File: config.mk
export PLATFORM = sky130hd
export DESIGN_NAME = hcrb_register_bank
export DESIGN_NICKNAME = d
export VERILOG_FILES = /design/src/core/hcrb_sync.v /design/src/core/hcrb_register_bank.v
export VERILOG_INCLUDE_DIRS = /design/src /design/src/core
export SDC_FILE = /design/constraint.sdc
export NUM_CORES = 1
export LEC_CHECK = 0
export BUFFER_PORTS_ARGS = -buffer_cell sky130_fd_sc_hd__buf_2
export CORE_MARGIN = 10
export CORE_UTILIZATION = 47
export CTS_CLUSTER_DIAMETER = 100
export DETAILED_ROUTE_END_ITERATION = 6
export GPL_ROUTABILITY_DRIVEN = 1
export PLACE_DENSITY = 0.66
export SYNTH_ARGS = -nofsm -noshare
export SYNTH_HDL_FRONTEND = slang
export SYNTH_HIERARCHICAL = 1
export SYNTH_SLANG_ARGS = --single-unit
File: constraint.sdc
create_clock -name clk -period 6.9 [get_ports clk]
set_input_delay 1.725 -clock clk [delete_from_list [all_inputs] [get_ports clk]]
set_output_delay 1.725 -clock clk [all_outputs]
set_load 0.05 [all_outputs]
File: src/core/hcrb_defs.vh
`ifndef HCRB_DEFS_VH
`define HCRB_DEFS_VH

// ----------------------------------------
// Register offsets
// ----------------------------------------
`define HCRB_OFF_REVISION 8'h00
`define HCRB_OFF_SRC_LEVEL 8'h01
`define HCRB_OFF_OVDIS 8'h02
`define HCRB_OFF_OVCH 8'h03
`define HCRB_OFF_COLD 8'h04
`define HCRB_OFF_HOT 8'h05
`define HCRB_OFF_POWER 8'h06
`define HCRB_OFF_IDLE 8'h07
`define HCRB_OFF_SAMPLE 8'h08
`define HCRB_OFF_METER 8'h09
`define HCRB_OFF_IRQ_EN 8'h0A
`define HCRB_OFF_APPLY 8'h0B
`define HCRB_OFF_FLAGS 8'h0C
`define HCRB_OFF_STATE 8'h0D
`define HCRB_OFF_METER0 8'h0E
`define HCRB_OFF_METER1 8'h0F
`define HCRB_OFF_METER2 8'h10
`define HCRB_OFF_THERMAL 8'h11
`define HCRB_OFF_BATTERY 8'h12
`define HCRB_OFF_HARVEST 8'h13

// ----------------------------------------
// Reset values
// ----------------------------------------
`define HCRB_RST_SRC_LEVEL 7'h77
`define HCRB_RST_OVDIS 6'h2D
`define HCRB_RST_OVCH 6'h33
`define HCRB_RST_COLD 8'h8F
`define HCRB_RST_HOT 8'h2F
`define HCRB_RST_POWER 4'h7
`define HCRB_RST_IDLE 1'h1
`define HCRB_RST_SAMPLE 3'h0
`define HCRB_RST_METER 4'h0
`define HCRB_RST_IRQ_EN 6'h01

// ----------------------------------------
// Field positions
// ----------------------------------------
`define HCRB_BIT_HIGH_POWER 1
`define HCRB_BIT_APPLY 0
`define HCRB_BIT_APPLY_BUSY 2
`define HCRB_BIT_READY_EVENT 0
`define HCRB_IDLE_CODE 7'h0C

// ----------------------------------------
// Bus address
// ----------------------------------------
`define HCRB_BUS_ADDR_BASE 7'h40

// ----------------------------------------
// Regulation voltage, units of 100 uV
// ----------------------------------------
`define HCRB_REG_LOW_OFFSET 14'h00E1
`define HCRB_REG_LOW_STEP 14'h004B
`define HCRB_REG_LOW_LAST 7'h25
`define HCRB_REG_HIGH_STEP 14'h0096
`define HCRB_REG_HIGH_OFFSET 14'h09F6
`define HCRB_REG_SAT_CODE 7'h73
`define HCRB_REG_SAT_VALUE 14'h396C

// ----------------------------------------
// Storage thresholds, units of 10 uV
// ----------------------------------------
`define HCRB_THR_STEP 19'h015F9
`define HCRB_OVDIS_OFFSET 19'h0C5C1
`define HCRB_OVDIS_FLOOR 19'h445C0
`define HCRB_OVCH_OFFSET 19'h1E366
`define HCRB_OVCH_FLOOR 19'h493E0

`endif

File: src/core/hcrb_sync.v
`timescale 1ns/1ps
module hcrb_sync (
	// Clock and reset
	input wire clk,
	input wire rst_n,
	// Asynchronous levels: clock line, data line, strap
	input wire [2:0] asyncIn,
	// Synchronised levels
	output reg [2:0] syncOut
);
	reg [2:0] stage_q;

	// Idle bus lines are high, so reset to high to avoid a false start
	always @(posedge clk or negedge rst_n) begin
		if (!rst_n) begin
			stage_q <= 3'h7;
			syncOut <= 3'h7;
		end else begin
			stage_q <= asyncIn;
			syncOut <= stage_q;
		end
	end
endmodule // hcrb_sync

File: src/core/hcrb_register_bank.v
`timescale 1ns/1ps
`include "hcrb_defs.vh"
module hcrb_register_bank #(
	parameter HIGH_POWER_VARIANT = 1,
	parameter [7:0] CHIP_REVISION = 8'h10 // Arbitrary value
) (
	// Clock and reset
	input wire clk,
	input wire rst_n,
	// Serial bus pins
	input wire sclIn,
	input wire sdaIn,
	output reg sdaOut,
	output reg sdaOe_n,
	// Address strap pin
	input wire addrStrap,
	// Events and state from the charger core
	input wire [5:1] eventPulse,
	input wire [6:0] monitorState,
	input wire [23:0] meterValue,
	input wire [7:0] thermalValue,
	input wire [7:0] batteryValue,
	input wire [7:0] harvesterValue,
	// Active configuration
	output reg [6:0] activeSrcLevel,
	output reg [5:0] activeOvdis,
	output reg [5:0] activeOvch,
	output reg [7:0] activeCold,
	output reg [7:0] activeHot,
	output reg [3:0] activePower,
	output reg activeIdleEn,
	output reg [2:0] activeSampleRate,
	output reg [3:0] activeMeterCtrl,
	// Derived outputs
	output reg idleState,
	output reg [13:0] srcRegVoltage,
	output reg [18:0] ovdisVoltage,
	output reg [18:0] ovchVoltage,
	output reg irqOut
);
	// ----------------------------------------
	// Bus states
	// ----------------------------------------
	localparam [2:0] ST_IDLE = 3'h0;
	localparam [2:0] ST_ADDR = 3'h1;
	localparam [2:0] ST_ACK = 3'h2;
	localparam [2:0] ST_WRITE = 3'h3;
	localparam [2:0] ST_READ = 3'h4;
	localparam [2:0] ST_RACK = 3'h5;

	// ----------------------------------------
	// Conversion functions
	// ----------------------------------------
	function [13:0] regVolt;
		input [6:0] code;
		reg [13:0] wide;
		begin
			wide = {7'h00, code};
			if (code >= `HCRB_REG_SAT_CODE)
				regVolt = `HCRB_REG_SAT_VALUE;
			else if (code > `HCRB_REG_LOW_LAST)
				regVolt = wide * `HCRB_REG_HIGH_STEP - `HCRB_REG_HIGH_OFFSET;
			else
				regVolt = `HCRB_REG_LOW_OFFSET + wide * `HCRB_REG_LOW_STEP;
		end
	endfunction

	function [18:0] thrVolt;
		input [5:0] code;
		input [18:0] offset;
		input [18:0] floor;
		reg [18:0] raw;
		begin
			raw = offset + {13'h0000, code} * `HCRB_THR_STEP;
			thrVolt = (raw < floor) ? floor : raw;
		end
	endfunction

	// ----------------------------------------
	// Pin synchronisers and edges
	// ----------------------------------------
	wire [2:0] pinSync;
	wire scl = pinSync[0];
	wire sda = pinSync[1];
	reg sclPrev_q;
	reg sdaPrev_q;

	hcrb_sync uSync (
		.clk(clk),
		.rst_n(rst_n),
		.asyncIn({addrStrap, sdaIn, sclIn}),
		.syncOut(pinSync)
	);

	wire sclRise = scl & ~sclPrev_q;
	wire sclFall = ~scl & sclPrev_q;
	wire busStart = scl & sclPrev_q & sdaPrev_q & ~sda;
	wire busStop = scl & sclPrev_q & ~sdaPrev_q & sda;

	// ----------------------------------------
	// Written settings and status
	// ----------------------------------------
	reg [6:0] srcLevel_q;
	reg [5:0] ovdis_q;
	reg [5:0] ovch_q;
	reg [7:0] cold_q;
	reg [7:0] hot_q;
	reg [3:0] power_q;
	reg idleEn_q;
	reg [2:0] sampleRate_q;
	reg [3:0] meterCtrl_q;
	reg [5:0] interrupt_enables_q;
	reg [5:0] flags_q;
	reg applyReq_q;
	reg applyBusy_q;
	reg readyPending_q;
	reg strapTaken_q;
	reg [1:0] strapWait_q;
	reg [6:0] busAddr_q;

	// ----------------------------------------
	// Bus engine state
	// ----------------------------------------
	reg [2:0] state_q;
	reg [3:0] bitCnt_q;
	reg [7:0] shift_q;
	reg [7:0] pointer_q;
	reg havePointer_q;
	reg readMode_q;
	reg addrPhase_q;
	reg masterAck_q;
	reg [7:0] readData;

	// Power bit 1 is kept only on the variant that has it, apart from the reset value of activePower
	wire [3:0] powerMask = (HIGH_POWER_VARIANT != 0) ? 4'hF : 4'hD;
	wire flagReadDone = sclFall && (state_q == ST_READ) && (bitCnt_q == 4'h8)
		&& (pointer_q == `HCRB_OFF_FLAGS + 8'h01);
	wire writeStrobe = sclFall && (state_q == ST_WRITE) && (bitCnt_q == 4'h8)
		&& havePointer_q;

	// ----------------------------------------
	// Read mux
	// ----------------------------------------
	always @* begin
		case (pointer_q)
			`HCRB_OFF_REVISION: readData = CHIP_REVISION;
			`HCRB_OFF_SRC_LEVEL: readData = {1'b0, srcLevel_q};
			`HCRB_OFF_OVDIS: readData = {2'h0, ovdis_q};
			`HCRB_OFF_OVCH: readData = {2'h0, ovch_q};
			`HCRB_OFF_COLD: readData = cold_q;
			`HCRB_OFF_HOT: readData = hot_q;
			`HCRB_OFF_POWER: readData = {4'h0, power_q & powerMask};
			`HCRB_OFF_IDLE: readData = {7'h00, idleEn_q};
			`HCRB_OFF_SAMPLE: readData = {5'h00, sampleRate_q};
			`HCRB_OFF_METER: readData = {4'h0, meterCtrl_q};
			`HCRB_OFF_IRQ_EN: readData = {2'h0, interrupt_enables_q};
			`HCRB_OFF_APPLY: readData = {5'h00, applyBusy_q, 1'b0, applyReq_q};
			`HCRB_OFF_FLAGS: readData = {2'h0, flags_q};
			`HCRB_OFF_STATE: readData = {1'b0, monitorState[6], 1'b0, monitorState[4:1], 1'b0};
			`HCRB_OFF_METER0: readData = meterValue[7:0];
			`HCRB_OFF_METER1: readData = meterValue[15:8];
			`HCRB_OFF_METER2: readData = meterValue[23:16];
			`HCRB_OFF_THERMAL: readData = thermalValue;
			`HCRB_OFF_BATTERY: readData = batteryValue;
			`HCRB_OFF_HARVEST: readData = harvesterValue;
			default: readData = 8'h00;
		endcase
	end

	// ----------------------------------------
	// Strap capture after reset release
	// ----------------------------------------
	always @(posedge clk or negedge rst_n) begin
		if (!rst_n) begin
			strapTaken_q <= 1'b0;
			strapWait_q <= 2'h0;
			busAddr_q <= `HCRB_BUS_ADDR_BASE;
		end else if (!strapTaken_q) begin
			strapWait_q <= strapWait_q + 2'h1;
			// The synchroniser shows its reset level for two edges after release
			if (strapWait_q == 2'h2) begin
				strapTaken_q <= 1'b1;
				busAddr_q <= `HCRB_BUS_ADDR_BASE | {6'h00, pinSync[2]};
			end
		end
	end

	// ----------------------------------------
	// Bus engine
	// ----------------------------------------
	always @(posedge clk or negedge rst_n) begin
		if (!rst_n) begin
			sclPrev_q <= 1'b1;
			sdaPrev_q <= 1'b1;
			state_q <= ST_IDLE;
			bitCnt_q <= 4'h0;
			shift_q <= 8'h00;
			pointer_q <= 8'h00;
			havePointer_q <= 1'b0;
			readMode_q <= 1'b0;
			addrPhase_q <= 1'b0;
			masterAck_q <= 1'b0;
			sdaOut <= 1'b0;
			sdaOe_n <= 1'b1;
		end else begin
			sclPrev_q <= scl;
			sdaPrev_q <= sda;
			sdaOut <= 1'b0;
			if (busStart) begin
				state_q <= ST_ADDR;
				bitCnt_q <= 4'h0;
				sdaOe_n <= 1'b1;
			end else if (busStop) begin
				state_q <= ST_IDLE;
				sdaOe_n <= 1'b1;
			end else begin
				case (state_q)
					ST_ADDR, ST_WRITE: begin
						if (sclRise && bitCnt_q != 4'h8) begin
							shift_q <= {shift_q[6:0], sda};
							bitCnt_q <= bitCnt_q + 4'h1;
						end else if (sclFall && bitCnt_q == 4'h8) begin
							if (state_q == ST_ADDR) begin
								if (shift_q[7:1] == busAddr_q) begin
									readMode_q <= shift_q[0];
									havePointer_q <= havePointer_q & shift_q[0];
									addrPhase_q <= 1'b1;
									sdaOe_n <= 1'b0;
									state_q <= ST_ACK;
								end else begin
									state_q <= ST_IDLE;
								end
							end else begin
								if (!havePointer_q) begin
									pointer_q <= shift_q;
									havePointer_q <= 1'b1;
								end else begin
									pointer_q <= pointer_q + 8'h01;
								end
								addrPhase_q <= 1'b0;
								sdaOe_n <= 1'b0;
								state_q <= ST_ACK;
							end
						end
					end
					ST_ACK: begin
						if (sclFall) begin
							bitCnt_q <= 4'h0;
							if (readMode_q && addrPhase_q) begin
								shift_q <= {readData[6:0], 1'b0};
								sdaOe_n <= readData[7];
								pointer_q <= pointer_q + 8'h01;
								bitCnt_q <= 4'h1;
								state_q <= ST_READ;
							end else begin
								sdaOe_n <= 1'b1;
								state_q <= ST_WRITE;
							end
						end
					end
					ST_READ: begin
						if (sclFall) begin
							if (bitCnt_q == 4'h8) begin
								sdaOe_n <= 1'b1;
								state_q <= ST_RACK;
							end else begin
								sdaOe_n <= shift_q[7];
								shift_q <= {shift_q[6:0], 1'b0};
								bitCnt_q <= bitCnt_q + 4'h1;
							end
						end
					end
					ST_RACK: begin
						if (sclRise) begin
							masterAck_q <= ~sda;
						end else if (sclFall) begin
							if (masterAck_q) begin
								shift_q <= {readData[6:0], 1'b0};
								sdaOe_n <= readData[7];
								pointer_q <= pointer_q + 8'h01;
								bitCnt_q <= 4'h1;
								state_q <= ST_READ;
							end else begin
								state_q <= ST_IDLE;
							end
						end
					end
					default: begin
						sdaOe_n <= 1'b1;
					end
				endcase
			end
		end
	end

	// ----------------------------------------
	// Register writes
	// ----------------------------------------
	always @(posedge clk or negedge rst_n) begin
		if (!rst_n) begin
			srcLevel_q <= `HCRB_RST_SRC_LEVEL;
			ovdis_q <= `HCRB_RST_OVDIS;
			ovch_q <= `HCRB_RST_OVCH;
			cold_q <= `HCRB_RST_COLD;
			hot_q <= `HCRB_RST_HOT;
			power_q <= `HCRB_RST_POWER;
			idleEn_q <= `HCRB_RST_IDLE;
			sampleRate_q <= `HCRB_RST_SAMPLE;
			meterCtrl_q <= `HCRB_RST_METER;
			interrupt_enables_q <= `HCRB_RST_IRQ_EN;
			applyReq_q <= 1'b0;
		end else if (writeStrobe) begin
			// Offsets not listed, and read-only ones, take no write
			case (pointer_q)
				`HCRB_OFF_SRC_LEVEL: srcLevel_q <= shift_q[6:0];
				`HCRB_OFF_OVDIS: ovdis_q <= shift_q[5:0];
				`HCRB_OFF_OVCH: ovch_q <= shift_q[5:0];
				`HCRB_OFF_COLD: cold_q <= shift_q;
				`HCRB_OFF_HOT: hot_q <= shift_q;
				`HCRB_OFF_POWER: power_q <= (shift_q[3:0] & powerMask)
					| (power_q & ~powerMask);
				`HCRB_OFF_IDLE: idleEn_q <= shift_q[0];
				`HCRB_OFF_SAMPLE: sampleRate_q <= shift_q[2:0];
				`HCRB_OFF_METER: meterCtrl_q <= shift_q[3:0];
				`HCRB_OFF_IRQ_EN: interrupt_enables_q <= shift_q[5:0];
				`HCRB_OFF_APPLY: applyReq_q <= shift_q[`HCRB_BIT_APPLY];
				default: ;
			endcase
		end else if (applyBusy_q) begin
			applyReq_q <= 1'b0;
		end
	end

	// ----------------------------------------
	// Apply written settings
	// ----------------------------------------
	always @(posedge clk or negedge rst_n) begin
		if (!rst_n) begin
			applyBusy_q <= 1'b0;
			activeSrcLevel <= `HCRB_RST_SRC_LEVEL;
			activeOvdis <= `HCRB_RST_OVDIS;
			activeOvch <= `HCRB_RST_OVCH;
			activeCold <= `HCRB_RST_COLD;
			activeHot <= `HCRB_RST_HOT;
			activePower <= `HCRB_RST_POWER;
			activeIdleEn <= `HCRB_RST_IDLE;
			activeSampleRate <= `HCRB_RST_SAMPLE;
			activeMeterCtrl <= `HCRB_RST_METER;
		end else begin
			// Busy covers the cycle between the request and the copy
			applyBusy_q <= applyReq_q & ~applyBusy_q;
			if (applyBusy_q) begin
				activeSrcLevel <= srcLevel_q;
				activeOvdis <= ovdis_q;
				activeOvch <= ovch_q;
				activeCold <= cold_q;
				activeHot <= hot_q;
				activePower <= power_q & powerMask;
				activeIdleEn <= idleEn_q;
				activeSampleRate <= sampleRate_q;
				activeMeterCtrl <= meterCtrl_q;
			end
		end
	end

	// ----------------------------------------
	// Derived settings
	// ----------------------------------------
	always @(posedge clk or negedge rst_n) begin
		if (!rst_n) begin
			idleState <= 1'b0;
			srcRegVoltage <= `HCRB_REG_SAT_VALUE;
			ovdisVoltage <= `HCRB_OVDIS_FLOOR;
			ovchVoltage <= `HCRB_OVCH_FLOOR;
		end else begin
			idleState <= activeIdleEn && (activeSrcLevel == `HCRB_IDLE_CODE);
			srcRegVoltage <= regVolt(activeSrcLevel);
			ovdisVoltage <= thrVolt(activeOvdis, `HCRB_OVDIS_OFFSET, `HCRB_OVDIS_FLOOR);
			ovchVoltage <= thrVolt(activeOvch, `HCRB_OVCH_OFFSET, `HCRB_OVCH_FLOOR);
		end
	end

	// ----------------------------------------
	// Event flags and interrupt
	// ----------------------------------------
	always @(posedge clk or negedge rst_n) begin
		if (!rst_n) begin
			readyPending_q <= 1'b1;
			flags_q <= 6'h00;
			irqOut <= 1'b0;
		end else begin
			readyPending_q <= 1'b0;
			// A set in the same cycle as the clearing read wins
			flags_q <= (flagReadDone ? 6'h00 : flags_q)
				| {eventPulse, readyPending_q};
			irqOut <= |(flags_q & interrupt_enables_q);
		end
	end
endmodule // hcrb_register_bank

After elaboration in Yosys (flattened, before gate mapping):

Index checks and enable logic that the tools add are counted.

* memories kept: 0
* latch bits: 0
* word-level logic and storage cells: 249
* output and inout port bits: 103
* input port bits: 65
* ROM bits: 0
* bits in writable memories: 0
* register bits after elaboration: 203

* multipliers: 4
* shift operators: 0
* eq/ne operators: 59
* bitwise gates (word level): 20
* reduce and logical (&&, ||, !) cells: 38
* add/sub/neg operators: 7
* multiplexer cells: 73
* divide/modulo/power cells: 0
* $lt $le $gt $ge: 4

Operators by type and width (count)
* 8-bit one-hot mux with 20 select lines: 1
* 8-bit 2-to-1 mux: 17
* 8-bit by 4-bit equality test with 1-bit output (second input constant): 8
* 19-bit less-than comparator (second input constant): 2
* 6-bit by 13-bit multiplier with 19-bit output (second input constant): 2
* 19-bit 2-to-1 mux: 2
* 3-bit 2-to-1 mux: 12
* 4-bit 2-to-1 mux: 9
* 8-bit by 3-bit equality test with 1-bit output (second input constant): 4
* 8-bit by 5-bit equality test with 1-bit output (second input constant): 4
* 4-bit != test (second input constant): 8
* 8-bit one-hot mux with 4 select lines: 1
* 14-bit 2-to-1 mux: 2
* 2-bit != test (second input constant): 12
* 8-bit one-hot mux with 3 select lines: 1
* 2-bit AND reduction: 12
* 1-bit 2-to-1 mux: 23
* 11-bit AND reduction: 2
* 3-bit != test (second input constant): 7
* 16-bit by 19-bit adder with 19-bit output (first input constant): 1
* 17-bit by 19-bit adder with 19-bit output (first input constant): 1
* 8-bit by 2-bit equality test with 1-bit output (second input constant): 2
* 4-bit one-hot mux with 4 select lines: 1
* 8-bit AND reduction: 2
* 41 further kinds: 69

Depth between registers and ports, before layout:

* depth in word-level cells: 8
* mapped depth: 19
* mapped depth without buffers: 17

By module:

Netlist, hierarchy kept.

By module, submodules not included
* hcrb_register_bank: times used 1, cells an instance 1411, seq. area each 5033.6 um^2, area each 14387.5 um^2
* hcrb_sync: times used 1, cells an instance 6, seq. area each 157.7 um^2, area each 157.7 um^2

Worst setup path after synthesis:

Ideal clock, no wire load.

* kind: register to register
* from: register activeOvdis[4]
* to: register ovdisVoltage[11]
* data required time: 6.769 ns
* path buffers: 1
* stages on the path, launching flop included: 17
* period minus slack after synthesis: 5.084 ns
* setup time: 0.131 ns
* path slack: 1.816 ns
* arrival time: 4.953 ns
* cells stage by stage: dfrtp_1 > inv_1 > fa_1 > inv_1 > fa_1 > inv_1 > fa_1 > inv_1 > fa_1 > ha_1 > and3_1 > a311oi_2 > o31ai_1 > a21oi_1 > xor2_1 > buf_2 > a211oi_2

* word-level cells in the longest chain between the ends: 4

RTL lines
* start: declaration: line hcrb_register_bank.v:26 `output reg [5:0] activeOvdis,`
* start signal: assignment: line hcrb_register_bank.v:341 `` activeOvdis <= `HCRB_RST_OVDIS; ``
* start signal: assignment: line hcrb_register_bank.v:354 `activeOvdis <= ovdis_q;`
* 6-bit by 13-bit multiplier with 19-bit output (no line) (*)
* 16-bit by 19-bit adder with 19-bit output (no line) (*)
* 19-bit less-than comparator: line hcrb_register_bank.v:75 `thrVolt = (raw < floor) ? floor : raw;`
* 19-bit 2-to-1 mux (*): line hcrb_register_bank.v:75
* end signal: assignment: line hcrb_register_bank.v:373 `` ovdisVoltage <= `HCRB_OVDIS_FLOOR; ``
* end signal: assignment: line hcrb_register_bank.v:378 `` ovdisVoltage <= thrVolt(activeOvdis, `HCRB_OVDIS_OFFSET, `HCRB_OVDIS_FLOOR); ``
* end: declaration: line hcrb_register_bank.v:37 `output reg [18:0] ovdisVoltage,`

Every way passes the cells marked *; elsewhere a longest branch is shown, timed or not.
A chain may end at the register's enable or synchronous reset.

Worst setup path in the final report:

* from: register activeOvch[1]
* to: register ovchVoltage[1]

* word-level cells in the longest chain between the ends: 4

RTL lines
* start: declaration: line hcrb_register_bank.v:27 `output reg [5:0] activeOvch,`
* start signal: assignment: line hcrb_register_bank.v:342 `` activeOvch <= `HCRB_RST_OVCH; ``
* start signal: assignment: line hcrb_register_bank.v:355 `activeOvch <= ovch_q;`
* 6-bit by 13-bit multiplier with 19-bit output (no line) (*)
* 17-bit by 19-bit adder with 19-bit output (no line) (*)
* 19-bit less-than comparator: line hcrb_register_bank.v:75
* 19-bit 2-to-1 mux (*): line hcrb_register_bank.v:75
* end signal: assignment: line hcrb_register_bank.v:374 `` ovchVoltage <= `HCRB_OVCH_FLOOR; ``
* end signal: assignment: line hcrb_register_bank.v:379 `` ovchVoltage <= thrVolt(activeOvch, `HCRB_OVCH_OFFSET, `HCRB_OVCH_FLOOR); ``
* end: declaration: line hcrb_register_bank.v:38 `output reg [18:0] ovchVoltage,`

Marked as above.

==> results.sh <==
export IMPL_final_util=0.542
export IMPL_floorplan_rows=64
export IMPL_synth_top_cell_by_area="sky130_fd_sc_hd__dfrtp_1"
export IMPL_hold_violations=0
export IMPL_design_core_area_mm2=0.0306
export IMPL_cellPowerDensity_mw_per_mm2=212
export IMPL_startpoint_types="register"
export IMPL_htree_num_levels=1
export IMPL_die_height_um=196
export IMPL_synth_sequential_area_ratio=0.357
export IMPL_syn_instance_count=1417
export IMPL_vias_per_cell=5.58
export IMPL_synth_top_flop_cell="sky130_fd_sc_hd__dfrtp_1"
export IMPL_clock_root_buffer="sky130_fd_sc_hd__clkbuf_16"
export IMPL_rsz0062_at_grt="no"
export IMPL_grt_antenna_before_repair=0
export IMPL_grt_pass1_wl_mm=59.6
export IMPL_grt_pass1_vias=11225
export IMPL_detailroute_via_count=11056
export IMPL_wl_per_cell_um=18.4
export IMPL_drt_first_iter_violations=666
export IMPL_globalplace_congestion=0.948
export IMPL_critical_path_class="reg -> reg"
export IMPL_timing_reg2reg_worst_path_depth=15
export IMPL_totalWireLength_mm=36.5
export IMPL_layout_worst_path_cycle_share=0.789
export IMPL_fin_crit_ns=5.44
export IMPL_cts_post_setup_buffers_inserted=0
export IMPL_timing_fmax_mhz=184
export IMPL_timing_rr_start="activeOvch[1]"
export IMPL_synthTopCellsByArea="sky130_fd_sc_hd__dfrtp_1 20%, sky130_fd_sc_hd__dfstp_2 16%, sky130_fd_sc_hd__ha_1 14%"
export IMPL_synth_edf_count=0
export IMPL_post_synth_num_cell_types=90
export IMPL_max_clock_path_buffers=3
export IMPL_critPathArrivalTime_ns=5.88
export IMPL_finalPower_uw=3520
export IMPL_postSynthAreaPerCell_um2=10.3
export IMPL_yosys_warnings=6
export IMPL_synth_top_cells_by_count="157 x sky130_fd_sc_hd__ha_1, 140 x sky130_fd_sc_hd__inv_1, 114 x sky130_fd_sc_hd__dfrtp_1"
export IMPL_async_reset_ff_frac=1.00
export IMPL_min_delay_path_class="reg -> reg"
export IMPL_cts_sinks=203
export IMPL_worst_ir_drop_vdd_mv=0.161
export IMPL_postCtsHoldBufs=0
export IMPL_power_leakage_uw=0.00832
export IMPL_hp_start="uSync/stage_q[0]"
export IMPL_setup_violations=0
export IMPL_worst_setup_hold_path_clk_slew_ns=0.06
export IMPL_dr_pass1_iters=5
export IMPL_post_dp_hpwl_mm=27.7
export IMPL_slew_headroom=0.337
export IMPL_synth_seq_cells=203
export IMPL_synth_top_area_share=0.196
export IMPL_tritoncts="done"
export IMPL_fin_hold_ws_ns=0.354
export IMPL_layout_top_registers="ovchVoltage x19, ovdisVoltage x19, srcRegVoltage x14"
export IMPL_timing_critical_path_to_type="register"
export IMPL_cts_resized_gates=0
export IMPL_i_o_buffers=164
export IMPL_dieWidth_um=196
export IMPL_finalSetupTns_ns=0
export IMPL_grt_max_degree=122
export IMPL_start_util=0.475
export IMPL_drc_errors=0
export IMPL_synthMostInstantiatedCell="sky130_fd_sc_hd__ha_1"
export IMPL_r2r_end="ovchVoltage[1]"
export IMPL_synth_area_mm2=0.0145
export IMPL_ant_nets=0
export IMPL_io_pin_count=168
export IMPL_cts_made_buffers=24
export IMPL_grt_overflow_total=0
export IMPL_status="finished, final reports clean"
export IMPL_final_max_slew_violation_count=0
export IMPL_clock_skew_ns=0.0266
export IMPL_final_nets=1847
export IMPL_crit_required_ns=7.34
export IMPL_clkLatencyLatePin_ns=0.54
export IMPL_fp_dieArea_mm2=0.0384
export IMPL_num_antenna_cells=0
export IMPL_transition_time_at_the_pin_with_the_least_slew_margin_ns=0.994
export IMPL_holdPathEnd="uSync/syncOut[0]"
export IMPL_track_usage=0.186
export IMPL_setup_reg_to_reg_worst_slack_ns=1.46
export IMPL_hold_depth=0
export IMPL_drive_above_1_share=0.272
export IMPL_crit_path_max_fanout=15
export IMPL_areaGrowthSynthToFinish_pct=14.0
export IMPL_maxCapViolations=0
-- power breakdown --
group / internal (uW) / switching, uW / leakage [uW]
registers: 1270 / 184 / 0.00240
clock network: 870 / 509 / 0.000430
logic: 242 / 448 / 0.00549
total: 2380 / 1140 / 0.00832
-- cell type report --
type                    instances  area, um2
well taps                     396        495
inverters                     141        529
clock buffers                  32        671
fillers                      2805      14000
repair buffers                171        882
flip-flops and latches        203       5190
clock inverters                12        200
multi-input cells            1025       8610
-- layout by cell type (no fill, tap or decap), types with 7 or more instances in the layout --
cell type and instances:
sky130_fd_sc_hd__or3_1 7, sky130_fd_sc_hd__dfstp_2 89, sky130_fd_sc_hd__a22oi_1 13, sky130_fd_sc_hd__xor2_1 29, sky130_fd_sc_hd__nand2b_1 13, sky130_fd_sc_hd__dfrtp_1 113
sky130_fd_sc_hd__mux2i_1 14, sky130_fd_sc_hd__nor2_1 70, sky130_fd_sc_hd__nand3_1 31, sky130_fd_sc_hd__o31ai_1 9, sky130_fd_sc_hd__a211oi_1 9, sky130_fd_sc_hd__nand2_1 101
sky130_fd_sc_hd__a21o_1 20, sky130_fd_sc_hd__buf_2 163, sky130_fd_sc_hd__or2_2 9, sky130_fd_sc_hd__nor2b_1 12, sky130_fd_sc_hd__buf_4 7, sky130_fd_sc_hd__and2_1 15
sky130_fd_sc_hd__xnor2_1 27, sky130_fd_sc_hd__inv_1 140, sky130_fd_sc_hd__a221oi_1 12, sky130_fd_sc_hd__a21oi_1 80, sky130_fd_sc_hd__o211ai_1 10, sky130_fd_sc_hd__a31oi_1 13
sky130_fd_sc_hd__o22ai_1 11, sky130_fd_sc_hd__clkbuf_16 24, sky130_fd_sc_hd__ha_1 157, sky130_fd_sc_hd__fa_1 59, sky130_fd_sc_hd__a22o_1 14, sky130_fd_sc_hd__a211oi_2 8
sky130_fd_sc_hd__nor3_1 24, sky130_fd_sc_hd__nand4_1 11, sky130_fd_sc_hd__mux2_2 85, sky130_fd_sc_hd__o21a_1 9, sky130_fd_sc_hd__o21ai_0 69
-- routing by layer --
metal,global-route usage,part of all wire
met2,0.296,0.45
met3,0.0375,0.065
met5,0,0
met1,0.253,0.46
met4,0.0498,0.024
-- cells by family after synthesis --
group,after synthesis,synth area share
AOI/OAI and AO/OA,327,0.153
xor gates and xnor gates,59,0.0375
adders and majority gates,217,0.217
buffers and inverters,191,0.0520
DFF,203,0.357
muxes,101,0.0785
other,2,0.000516
and+or+nand+nor,317,0.105
-- critical path: stages (launching register included) --
cell	delay, ns
sky130_fd_sc_hd__dfstp_2	0.65
sky130_fd_sc_hd__inv_1	0.13
sky130_fd_sc_hd__fa_1	0.57
sky130_fd_sc_hd__inv_1	0.07
sky130_fd_sc_hd__fa_1	0.48
sky130_fd_sc_hd__fa_1	0.51
sky130_fd_sc_hd__fa_1	0.40
sky130_fd_sc_hd__ha_1	0.34
sky130_fd_sc_hd__o21a_1	0.15
sky130_fd_sc_hd__o21ai_0	0.11
sky130_fd_sc_hd__or3b_4	0.44
sky130_fd_sc_hd__a21oi_4	0.15
sky130_fd_sc_hd__xor2_2	0.24
sky130_fd_sc_hd__o311ai_1	0.21
sky130_fd_sc_hd__a41oi_2	0.64
sky130_fd_sc_hd__and2_1	0.27
-- stage by stage --
| step | instance area (um2) | worst slack (ns) | cells |
|---|---|---|---|
| floorplan | 14600 | 1.82 | 1419 |
| global placement | 15700 | 1.48 | 1936 |
| detailed placement | 15700 | 1.48 | 1936 |
| CTS | 16600 | 1.46 | 1980 |
| global route | 16600 | 1.09 | 1980 |
| finish | 16600 | 1.46 | 1980 |
-- how the worst max path moves through the flow --
stage,end,cells after the start,slack [ns],from
floorplan,ovdisVoltage[11],16,1.82,activeOvdis[4]
global placement,ovchVoltage[1],15,1.48,activeOvch[1]
detailed placement,ovchVoltage[1],15,1.48,activeOvch[1]
CTS,ovchVoltage[1],15,1.46,activeOvch[1]
global route,ovdisVoltage[9],17,1.09,activeOvdis[4]
finish,ovchVoltage[1],15,1.46,activeOvch[1]
Note: power is estimated with default switching activity, not from simulation.
